<file path="src/shared/smr_pkg.sv">
// Package for the sync monitor register bank: offsets, fields, reset values, timing.
// Assumes a single 50 MHz clock domain.
package smr_pkg;
  localparam int unsigned CLK_PERIOD_NS  = 20;
  localparam logic [7:0] OFF_SRC_SEL     = 8'h20;
  localparam logic [7:0] OFF_RSV_A       = 8'h21;
  localparam logic [7:0] OFF_RSV_B       = 8'h22;
  localparam logic [7:0] OFF_WIN_WIDTH   = 8'h23;
  localparam logic [7:0] OFF_ACT_STAT    = 8'h24;
  localparam logic [7:0] OFF_POL_STAT    = 8'h25;
  localparam logic [7:0] OFF_CNT_HIGH    = 8'h26;
  localparam logic [7:0] OFF_CNT_LOW     = 8'h27;
  localparam logic [7:0] OFF_FIX_ONE     = 8'h28;
  localparam logic [7:0] OFF_FIX_TWO     = 8'h29;
  localparam logic [7:0] OFF_FUT_ONE     = 8'h2a;
  localparam logic [7:0] OFF_FUT_TWO     = 8'h2b;
  localparam logic [7:0] OFF_HOLD_CTL    = 8'h2c;
  localparam logic [7:0] OFF_FIX_FIVE    = 8'h2d;
  localparam logic [7:0] OFF_FIX_SIX     = 8'h2e;
  localparam logic [7:0] OFF_CPF         = 8'h34;
  // Field positions
  localparam int unsigned BIT_PLL_FILT   = 2;
  localparam int unsigned BIT_PROC_REGEN = 1;
  localparam int unsigned BIT_OFF_HOLD   = 4;
  localparam int unsigned BIT_CPF_EN     = 2;
  // Reset values
  localparam logic [7:0] RST_SRC_SEL     = 8'h08;
  localparam logic [7:0] RST_RSV         = 8'h00;
  localparam logic [7:0] RST_WIN_WIDTH   = 8'h0a;
  localparam logic [7:0] RST_FIX         = 8'h00;
  localparam logic [7:0] RST_FUT         = 8'h00;
  localparam logic [7:0] RST_HOLD_CTL    = 8'h00;
  localparam logic [7:0] RST_CPF         = 8'h00;
  // Timing
  localparam int unsigned WIN_STEP_NS    = 25;
  localparam int unsigned CPF_MIN_NS     = 250;
  localparam int unsigned CPF_MIN_CYC    = (CPF_MIN_NS + CLK_PERIOD_NS - 1) / CLK_PERIOD_NS;
  localparam int unsigned ACT_TIMEOUT    = 65535;
  localparam int unsigned OFF_SETTLE_UPD = 10;
endpackage

</file>
<file path="src/smr_sync_monitor.sv">
// Sync monitor register bank: sync source selection, sync filter, status and counters.
// Assumes sync inputs synchronous to clk; simple strobe register port, read data one cycle later.
//
// Local design decision: the strobed register port.
`timescale 1ns/10ps
module smr_sync_monitor
  import smr_pkg::*;
#(
  parameter int unsigned ACT_CYCLES = ACT_TIMEOUT,
  parameter int unsigned OFF_PERIOD = 192
)(
  input  wire logic       clk,
  input  wire logic       sys_rst,
  input  wire logic [7:0] reg_addr,
  input  wire logic [7:0] reg_wdata,
  input  wire logic       reg_wr,
  input  wire logic       reg_rd,
  output logic      [7:0] reg_rdata,
  input  wire logic       line_sync_in_0,
  input  wire logic       line_sync_in_1,
  input  wire logic       frame_sync_in_0,
  input  wire logic       frame_sync_in_1,
  input  wire logic       composite_sync_in_0,
  input  wire logic       composite_sync_in_1,
  input  wire logic       ext_clock_or_holdover_pin,
  input  wire logic       ext_clamp_in,
  input  wire logic       input_sel,
  input  wire logic       use_composite,
  output logic            pll_sync,
  output logic            proc_sync,
  output logic            offset_update_en,
  output logic            offset_settled
);
  // ****************************************************************
  // Register storage
  // ****************************************************************
  logic [7:0] src_sel, rsv_a, rsv_b, win_width, fix_one, fix_two;
  logic [7:0] hold_ctl, fix_five, fix_six, cpf;
  logic [7:0] act_stat, pol_stat;
  logic [11:0] line_count;
  logic       ext_flag, lock_flag;

  // Write decode; read-only offsets fall through
  always_ff @(posedge clk or posedge sys_rst)
  begin
    if (sys_rst)
    begin
      src_sel   <= RST_SRC_SEL;
      rsv_a     <= RST_RSV;
      rsv_b     <= RST_RSV;
      win_width <= RST_WIN_WIDTH;
      fix_one   <= RST_FIX;
      fix_two   <= RST_FIX;
      hold_ctl  <= RST_HOLD_CTL;
      fix_five  <= RST_FIX;
      fix_six   <= RST_FIX;
      cpf       <= RST_CPF;
    end
    else if (reg_wr)
    begin
      unique case (reg_addr)
        OFF_SRC_SEL:   src_sel   <= reg_wdata;
        OFF_RSV_A:     rsv_a     <= reg_wdata;
        OFF_RSV_B:     rsv_b     <= reg_wdata;
        OFF_WIN_WIDTH: win_width <= reg_wdata;
        OFF_FIX_ONE:   fix_one   <= reg_wdata;
        OFF_FIX_TWO:   fix_two   <= reg_wdata;
        OFF_HOLD_CTL:  hold_ctl  <= reg_wdata;
        OFF_FIX_FIVE:  fix_five  <= reg_wdata;
        OFF_FIX_SIX:   fix_six   <= reg_wdata;
        OFF_CPF:       cpf       <= reg_wdata;
        default:       ;
      endcase
    end
  end

  // Read mux, data in the cycle after the strobe
  always_ff @(posedge clk or posedge sys_rst)
  begin
    if (sys_rst)
      reg_rdata <= 8'h00;
    else if (reg_rd)
    begin
      unique case (reg_addr)
        OFF_SRC_SEL:   reg_rdata <= src_sel;
        OFF_RSV_A:     reg_rdata <= rsv_a;
        OFF_RSV_B:     reg_rdata <= rsv_b;
        OFF_WIN_WIDTH: reg_rdata <= win_width;
        OFF_ACT_STAT:  reg_rdata <= act_stat;
        OFF_POL_STAT:  reg_rdata <= pol_stat;
        OFF_CNT_HIGH:  reg_rdata <= line_count[11:4];
        OFF_CNT_LOW:   reg_rdata <= {line_count[3:0], 4'h0};
        OFF_FIX_ONE:   reg_rdata <= fix_one;
        OFF_FIX_TWO:   reg_rdata <= fix_two;
        OFF_FUT_ONE:   reg_rdata <= RST_FUT;
        OFF_FUT_TWO:   reg_rdata <= RST_FUT;
        OFF_HOLD_CTL:  reg_rdata <= hold_ctl;
        OFF_FIX_FIVE:  reg_rdata <= fix_five;
        OFF_FIX_SIX:   reg_rdata <= fix_six;
        OFF_CPF:       reg_rdata <= cpf;
        default:       reg_rdata <= 8'h00;
      endcase
    end
    else
      reg_rdata <= 8'h00;
  end

  // ****************************************************************
  // Input history and activity / polarity detection
  // ****************************************************************
  localparam int NIN = 8;
  logic [NIN-1:0] pins, pins_q;
  logic [15:0]    idle_cnt [NIN];
  logic [15:0]    high_cnt [NIN];
  logic [NIN-1:0] act, pol;
  assign pins = {line_sync_in_0, line_sync_in_1, frame_sync_in_0, frame_sync_in_1,
                 composite_sync_in_0, composite_sync_in_1, ext_clock_or_holdover_pin, ext_clamp_in};

  // Per-input edge timeout and duty tracking over one idle window
  always_ff @(posedge clk or posedge sys_rst)
  begin
    if (sys_rst)
    begin
      pins_q <= '0;
      act    <= '0;
      pol    <= '0;
      for (int i = 0; i < NIN; i++)
      begin
        idle_cnt[i] <= '0;
        high_cnt[i] <= '0;
      end
    end
    else
    begin
      pins_q <= pins;
      for (int i = 0; i < NIN; i++)
      begin
        if (pins[i] != pins_q[i])
        begin
          idle_cnt[i] <= '0;
          act[i]      <= 1'b1;
        end
        else if (idle_cnt[i] >= 16'(ACT_CYCLES))
          act[i] <= 1'b0;
        else
          idle_cnt[i] <= idle_cnt[i] + 16'h0001;
        // Polarity: level held longer is the inactive one
        if (pins[i] != pins_q[i] && pins[i])
        begin
          pol[i]      <= (idle_cnt[i] > high_cnt[i]);
          high_cnt[i] <= '0;
        end
        else if (pins[i] != pins_q[i] && !pins[i])
          high_cnt[i] <= idle_cnt[i];
      end
    end
  end

  always_ff @(posedge clk or posedge sys_rst)
  begin
    if (sys_rst)
    begin
      act_stat <= 8'h00;
      pol_stat <= 8'h00;
    end
    else
    begin
      act_stat <= act;
      pol_stat <= {pol[7], pol[6], pol[5], pol[4], pol[1], pol[0], ext_flag, lock_flag};
    end
  end

  // ****************************************************************
  // Composite pulse filter and source selection
  // ****************************************************************
  logic       comp_raw, comp_q, comp_filt;
  logic [7:0] comp_run;
  logic       line_raw, regen;
  assign comp_raw = input_sel ? composite_sync_in_1 : composite_sync_in_0;

  // Level passes only after standing CPF_MIN_CYC cycles when enabled
  always_ff @(posedge clk or posedge sys_rst)
  begin
    if (sys_rst)
    begin
      comp_q    <= 1'b0;
      comp_run  <= '0;
      comp_filt <= 1'b0;
    end
    else
    begin
      comp_q <= comp_raw;
      if (comp_raw != comp_q)
        comp_run <= '0;
      else if (comp_run != 8'hff)
        comp_run <= comp_run + 8'h01;
      if (!cpf[BIT_CPF_EN] || comp_run >= 8'(CPF_MIN_CYC - 1))
        comp_filt <= comp_q;
    end
  end

  assign line_raw = use_composite ? comp_filt : (input_sel ? line_sync_in_1 : line_sync_in_0);

  // ****************************************************************
  // Line sync filter: window around expected leading edge
  // ****************************************************************
  logic [15:0] per_cnt, per_len;
  logic [15:0] win_cyc;
  logic        raw_q, lead, in_win;
  logic [2:0]  good_run;
  assign lead    = line_raw & ~raw_q;
  assign win_cyc = 16'((int'(win_width) * WIN_STEP_NS) / CLK_PERIOD_NS);
  assign in_win  = (per_cnt + win_cyc >= per_len) || (per_cnt <= win_cyc);

  always_ff @(posedge clk or posedge sys_rst)
  begin
    if (sys_rst)
    begin
      raw_q     <= 1'b0;
      per_cnt   <= '0;
      per_len   <= '0;
      regen     <= 1'b0;
      good_run  <= '0;
      lock_flag <= 1'b0;
      ext_flag  <= 1'b0;
    end
    else
    begin
      raw_q   <= line_raw;
      per_cnt <= (per_cnt == 16'hffff) ? per_cnt : per_cnt + 16'h0001;
      regen   <= 1'b0;
      if (lead && (in_win || !lock_flag))
      begin
        per_len  <= per_cnt;
        per_cnt  <= '0;
        regen    <= 1'b1;
        good_run <= (good_run == 3'h7) ? good_run : good_run + 3'h1;
        lock_flag <= (good_run >= 3'h3);
        ext_flag  <= 1'b0;
      end
      else if (lead)
      begin
        ext_flag <= 1'b1;
        good_run <= '0;
      end
      else if (per_cnt > per_len + win_cyc && lock_flag)
      begin
        lock_flag <= 1'b0;
        good_run  <= '0;
      end
    end
  end

  // PLL and sync-processor source multiplexers
  always_ff @(posedge clk or posedge sys_rst)
  begin
    if (sys_rst)
    begin
      pll_sync  <= 1'b0;
      proc_sync <= 1'b0;
    end
    else
    begin
      pll_sync  <= src_sel[BIT_PLL_FILT] ? regen : line_raw;
      proc_sync <= src_sel[BIT_PROC_REGEN] ? regen : lead;
    end
  end

  // ****************************************************************
  // Line per frame counter on the processor source
  // ****************************************************************
  logic [11:0] run_count;
  logic        frame_q, frame_lead, proc_edge;
  assign frame_lead = (input_sel ? frame_sync_in_1 : frame_sync_in_0) & ~frame_q;
  assign proc_edge  = src_sel[BIT_PROC_REGEN] ? regen : lead;

  always_ff @(posedge clk or posedge sys_rst)
  begin
    if (sys_rst)
    begin
      frame_q    <= 1'b0;
      run_count  <= '0;
      line_count <= '0;
    end
    else
    begin
      frame_q <= input_sel ? frame_sync_in_1 : frame_sync_in_0;
      if (frame_lead)
      begin
        line_count <= run_count;
        run_count  <= 12'(proc_edge);
      end
      else if (proc_edge)
        run_count <= run_count + 12'h001;
    end
  end

  // ****************************************************************
  // Auto-offset update pacing and hold
  // ****************************************************************
  logic [15:0] upd_lines;
  logic [3:0]  upd_done;
  always_ff @(posedge clk or posedge sys_rst)
  begin
    if (sys_rst)
    begin
      upd_lines        <= '0;
      upd_done         <= '0;
      offset_update_en <= 1'b0;
      offset_settled   <= 1'b0;
    end
    else
    begin
      offset_update_en <= 1'b0;
      if (hold_ctl[BIT_OFF_HOLD])
        upd_done <= '0;
      else if (proc_edge)
      begin
        if (upd_lines >= 16'(OFF_PERIOD - 1))
        begin
          upd_lines        <= '0;
          offset_update_en <= 1'b1;
          if (upd_done != 4'(OFF_SETTLE_UPD))
            upd_done <= upd_done + 4'h1;
        end
        else
          upd_lines <= upd_lines + 16'h0001;
      end
      offset_settled <= (upd_done == 4'(OFF_SETTLE_UPD));
    end
  end

  // ****************************************************************
  // Checks
  // ****************************************************************
  a_rdata_idle: assert property (@(posedge clk) disable iff (sys_rst)
    !$past(reg_rd) |-> reg_rdata == 8'h00) else $error("read data not idle");
  a_pll_select: assert property (@(posedge clk) disable iff (sys_rst)
    !src_sel[BIT_PLL_FILT] && $stable(src_sel) |=> pll_sync == $past(line_raw))
    else $error("pll raw path wrong");
  a_proc_select: assert property (@(posedge clk) disable iff (sys_rst)
    src_sel[BIT_PROC_REGEN] && $stable(src_sel) |=> proc_sync == $past(regen))
    else $error("proc regen path wrong");
  a_count_read: assert property (@(posedge clk) disable iff (sys_rst)
    reg_rd && reg_addr == OFF_CNT_LOW |=> reg_rdata[3:0] == 4'h0)
    else $error("count low nibble not zero");
  a_future_ro: assert property (@(posedge clk) disable iff (sys_rst)
    reg_rd && (reg_addr == OFF_FUT_ONE || reg_addr == OFF_FUT_TWO) |=> reg_rdata == RST_FUT)
    else $error("future register changed");
  a_hold_freeze: assert property (@(posedge clk) disable iff (sys_rst)
    hold_ctl[BIT_OFF_HOLD] |=> !offset_update_en) else $error("update while held");
  a_act_edge: assert property (@(posedge clk) disable iff (sys_rst)
    pins[7] != pins_q[7] |=> ##1 act_stat[7]) else $error("activity missed");
  a_clamp_act: assert property (@(posedge clk) disable iff (sys_rst)
    pins[0] != pins_q[0] |=> ##1 act_stat[0]) else $error("clamp activity missed");
  a_win_reset: assert property (@(posedge clk) $fell(sys_rst) |-> win_width == RST_WIN_WIDTH && !src_sel[BIT_PLL_FILT])
    else $error("reset values wrong");
  a_cpf_block: assert property (@(posedge clk) disable iff (sys_rst)
    cpf[BIT_CPF_EN] && comp_run < 8'(CPF_MIN_CYC - 1) |=> comp_filt == $past(comp_filt))
    else $error("short pulse passed");
endmodule

</file>
<file path="config.mk">
export PLATFORM = sky130hd
export DESIGN_NAME = smr_sync_monitor
export DESIGN_NICKNAME = d
export VERILOG_FILES = /design/src/shared/smr_pkg.sv /design/src/smr_sync_monitor.sv
export SDC_FILE = /design/constraint.sdc
export NUM_CORES = 1
export LEC_CHECK = 0
export CAP_MARGIN = 20
export CORE_MARGIN = 8
export CORE_UTILIZATION = 55
export CTS_BUF_LIST = sky130_fd_sc_hd__clkbuf_16
export DETAILED_ROUTE_END_ITERATION = 7
export DONT_BUFFER_PORTS = 1
export GPL_TIMING_DRIVEN = 0
export PLACE_DENSITY = 0.71
export SLEW_MARGIN = 40
export SYNTH_ARGS = -nofsm -noshare
export SYNTH_HDL_FRONTEND = slang
export SYNTH_SLANG_ARGS = --single-unit
</file>
<file path="constraint.sdc">
create_clock -name clk -period 15.9 [get_ports clk]
set_input_delay 0.795 -clock clk [delete_from_list [all_inputs] [get_ports clk]]
set_output_delay 0.795 -clock clk [all_outputs]
set_load 0.02 [all_outputs]
</file>
# == Yosys cells after proc, flatten, opt, wreduce, memory -nomap -nowiden ==
# Index checks and enable logic that the tools add are counted.
# classes
addsub,16
multipliers,1
n_div,1
n_lt_le_gt_ge,20
eq_ne,39
n_shift,0
muxes,76
n_bitwise,5
n_reduce_logical,61
# op_table
operator,count
2-to-1 mux 16 bit,31
adder 16 x 1 -> 16 bit (second input constant),10
greater-or-equal comparator 16 bit (second input constant),8
equality test 8 x 6 -> 1 bit (second input constant),14
greater-than comparator 16 bit,7
one-hot mux 8 bit (14 select lines),1
nonzero test 2 bit,21
adder 16 bit,2
divider 13 x 5 -> 32 bit (second input constant),1
2-to-1 mux 1 bit,31
AND reduction 2 bit,13
2-to-1 mux 12 bit,2
2-to-1 mux 8 bit,3
equality test 16 bit (second input constant),1
greater-or-equal comparator 16 bit,1
greater-or-equal comparator 16 x 8 -> 1 bit (second input constant),1
less-or-equal comparator 16 bit,1
2-to-1 mux 4 bit,4
!= test 2 bit (second input constant),8
logical AND 1 bit,14
multiplier 8 x 5 -> 13 bit (second input constant),1
adder 12 x 1 -> 12 bit (second input constant),1
2-to-1 mux 3 bit,4
!= test 1 bit,9
16 further kinds,30
# word_totals
regBits,448
latch_bits,0
ram_bits,0
romBits,0
in_bits,30
out_inout_bits,12
n_memories,0

# == Longest topological paths before layout ==
# logic_depth
word_depth,9
depth_mapped,73
depth_no_buf,66

# == Worst setup path after synthesis ==
# Ideal clock, no wire load.
# synth_timing
path_kind,register to register
from,register win_width[3]
to,register per_cnt[14]
setup_time_ns,0.094
t_arrival_ns,13.406
setup_slack_ns,2.400
stages_incl_launch_ff,69
cell_sequence,dfstp_2 -> ha_1 -> ha_1 -> fa_1 -> ha_1 -> o21ai_1 -> nor3_1 -> or4_1 -> buf_2 -> a22oi_4 -> inv_2 -> ha_1 -> clkbuf_1 -> inv_1 -> nand2_1 -> nor3_1 -> a211oi_2 -> nor3_1 -> (+33 left out) -> o21bai_1 -> a21oi_1 -> o21bai_1 -> a21o_1 -> nand2_1 -> nor2_1 -> xor2_1 -> ha_1 -> nor2b_1 -> o21ai_0 -> nand3b_1 -> a31oi_1 -> o21ai_0 -> nand2b_1 -> inv_1 -> clkbuf_1 -> clkbuf_1 -> a211oi_1
# synth_between
elab_chain_cells,8
word_cells_on_any_way,10
cone_classes,add/sub: 1; mul: 1; div: 1; order compare: 2; eq/ne: 1; mux: 1; reduce/logical: 3
# synth_lines
element,line,rtl
"start, declared",smr_sync_monitor.sv:37,"logic [7:0] src_sel, rsv_a, rsv_b, win_width, fix_one, fix_two;"
"start signal, assigned",smr_sync_monitor.sv:65,OFF_WIN_WIDTH: win_width <= reg_wdata;
multiplier 8 x 5 -> 13 bit *,smr_sync_monitor.sv:212,assign win_cyc = 16'((int'(win_width) * WIN_STEP_NS) / CLK_PERIOD_NS);
divider 13 x 5 -> 32 bit *,smr_sync_monitor.sv:212,
adder 16 bit,smr_sync_monitor.sv:213,assign in_win = (per_cnt + win_cyc >= per_len) || (per_cnt <= win_cyc);
greater-or-equal comparator 16 bit,smr_sync_monitor.sv:213,
logical OR 1 bit *,smr_sync_monitor.sv:213,
logical OR 1 bit *,smr_sync_monitor.sv:232,if (lead && (in_win || !lock_flag))
logical AND 1 bit *,smr_sync_monitor.sv:232,
!= test 2 x 1 -> 1 bit (no line) / 2-to-1 mux 16 bit (equally long branches),-,
"end signal, assigned",smr_sync_monitor.sv:230,per_cnt <= (per_cnt == 16'hffff) ? per_cnt : per_cnt + 16'h0001;
"end, declared",smr_sync_monitor.sv:207,"logic [15:0] per_cnt, per_len;"
# Mark *: on every way between the ends. The rest lies on a longest branch, timed or not.
# A chain may end at the register's enable or synchronous reset.

# == Worst setup path in the final report ==
# layout_timing
from,register win_width[1]
to,register per_cnt[14]
# The elaborated chain is that of the path after synthesis.

==> metrics <==
port buffer count=0; CTS tree=done; sequential area share after synthesis=0.3929; critical path class=reg -> reg; clock buffer depth=3; Rows=83; # nets final=3408; CP arrival=15.58 ns; FF/Latch Area=11220 um2; Die Width=243.8 um; initial antenna violation count=5; Setup violations, final=0; clock sink count=448; slew margin rel.=0.4509; fmax=0.06625 GHz; total iterations of the first detailed-routing run=5; post-synth top area share=0.3901; Setup Slack @ Placement=-1.099 ns; Post-route DRC=0; final period utilization=0.9493; io pins=42; Antenna Nets Post-Route=0; Clk Latency, worst-skew pair=0.59 ns; Die Ht=243.8 um; Critical Path RT=16.38 ns; number of synthesized flops with an enable pin=0; Vias=23470; core area=51300 um2; combinational power share=0.418; grt ovf=0; # fillers=4346; fin worst setup slack=0.8059 ns; Hold Path Class=in -> async; vias per cell=6.044; largest net degree at the start of global routing=83; Psw=1.637 mW; Slowest Stage Delay on Critical Path=0.59 ns; max_cap viols=0; vias in the first global route=23020; Multi-input gate area=16400 um2; routed length per instance=18.05 um; Async SR Flop Fraction=1.000; Root Buffer=clkbuf_16; Initial Util=0.5564; Layout area overhead=11.01%; Sequential Power Share=0.297; post-synthesis cell area=28550 um2; Final Critical Period=15.09 ns; count of state elements after synthesis=448; TritonCTS buffer count=48; CP Capture Type=flip-flop; clock share of power=0.285; post-synthesis area per instance=9.232 um2; first-pass GRT wire length=116500 um; clk slew on worst S/H paths=0.06 ns; Synth Warn #=0; VDD IR-drop max=0.0001386 V; syn nets=3339; Mapped Cells=3092; RePlAce Congestion=0.9279; Initial DRC Count=1884; worst clock skew=0.02436 ns; final WL=70100 um; crit path launch type=flip-flop; largest area contributor in the netlist=dfrtp_1; layout cell share with drive strength beyond 1=0.1063; Synth cell types=113; leak pwr=14.02 nW; Worst-Margin Slew=0.8219 ns; Final Hold Viols=0; slowest CP cell=or4_1; post-route setup TNS=0 ns; status=finished, final reports clean; most frequent CP cell=ha_1; Crit Path Max Fanout=11; Tot GR Track Use=0.2298; Final Power=4.299 mW; die area=59450 um2; synth top area cells=dfrtp_1 (39%), ha_1 (9.3%), mux2_2 (4.0%); Power Density=135.7 nW/um2; CTS H-tree lvls=2; switching part of the total=0.3807; fin. max-slew vios=0; most common cell in the netlist=dfrtp_1; DP HPWL=51220 um; Synth Flop Type=dfrtp_1; Internal=2.662 mW; Post-synth top cells=dfrtp_1 (445), nand2_1 (280), nor2_1 (226)
flip-flops by register name, summed over array words and instances (netlist names), 12 cells and up:
signal      cells
per_cnt        16
line_count     12
run_count      12
high_cnt       96
per_len        16
idle_cnt      128
upd_lines      16
worst paths after layout:
kind                                       from      endpoint  slack, ns  cells after the start
worst max-delay path               win_width[1]   per_cnt[14]       0.81                     67
worst min register to register         ext_flag   pol_stat[1]       0.37                      0
worst max register to register     win_width[1]   per_cnt[14]       0.81                     67
max in group asynchronous               sys_rst  win_width[1]      14.68                      3
min in group clk                frame_sync_in_1     pins_q[4]       0.24                      0
worst min-delay path                    sys_rst  high_cnt[60]       0.07                      1
timing repair:
action,CTS,global route
pin swaps,1,10
resized for setup,10,39
endpoints found under the hold margin,0,0
endpoints found under the setup margin,38,38
hold buffers,0,0
buffers inserted,2,12
critical path, delay by kind of cell (launching register included):
kind	cells	cell delay (ns)
buffers and inverters	14	2.07
and+or+nand+nor	20	4.11
xor gates and xnor gates	1	0.17
AOI/OAI and AO/OA	24	5.27
adders and majority gates	8	2.79
DFF	1	0.58
through the flow:
stage / hold WS (ns) / instances / utilization / instance area (um2)
after floorplan: 0.3501 / 3092 / - / 28550
after global placement: 0.3625 / 3772 / 0.5730 / 29400
after detailed placement: 0.3624 / 3778 / 0.5770 / 29600
after CTS: 0.05918 / 3869 / 0.6122 / 31410
after global routing: 0.08248 / 3880 / 0.6176 / 31680
final: 0.07212 / 3883 / 0.6177 / 31690
power groups by stage:
stage	logic [mW]	registers (mW)	clock network, mW
after floorplan	1.31	1.27	0
after global placement	1.62	1.29	0
after detailed placement	1.66	1.30	0
after CTS	1.69	1.28	1.25
after global routing	1.99	1.29	1.30
final	1.80	1.28	1.23
cell usage in the layout (no fill, tap or decap), types with 14 or more instances in the layout:
cell,n
xnor2_1,102
o31ai_1,16
a31oi_1,41
or2_2,18
dfrtp_1,444
a21oi_1,132
and2_1,60
nor2_1,224
nor4_1,21
ha_1,212
nor2b_1,43
mux2i_1,22
xor2_1,74
buf_4,17
o21a_1,14
nand2_1,278
or3_1,26
o21ai_0,182
clkbuf_16,48
nand4_1,69
nand2b_1,89
a211oi_1,15
clkbuf_1,83
a21o_1,33
inv_1,184
a22o_1,14
o22ai_1,45
mux2_2,101
nand3_1,120
and3_1,39
nor3_1,54
layer usage:
layer  up-vias  wire length (um)  GRT usage
met4         8              1524    0.06642
met3       123              4565    0.04158
met2       723             31970     0.3652
li1      11190                 -          -
met5         -                57          0
met1     11420             31980     0.3188
layout make-up:
type / instances / area share
Clock inverter: 41 / 0.01710
Clock buffer: 48 / 0.03790
Buffer: 114 / 0.01473
Sequential cell: 448 / 0.3539
Antenna cell: 3 / 0.0002369
Multi-Input combinational cell: 2336 / 0.5176
Tap cell: 680 / 0.02685
Inverter: 193 / 0.02310
Timing Repair Buffer: 20 / 0.008528
logic make-up after synthesis:
| family | after synthesis | synth area share |
|---|---|---|
| xor+xnor | 178 | 0.05461 |
| simple gates | 1120 | 0.2000 |
| buf+inv | 308 | 0.04160 |
| flops | 448 | 0.3929 |
| fa+ha+maj | 217 | 0.09643 |
| compound gates | 695 | 0.1646 |
| mux | 126 | 0.04992 |
(Power assumes the default switching activity.)
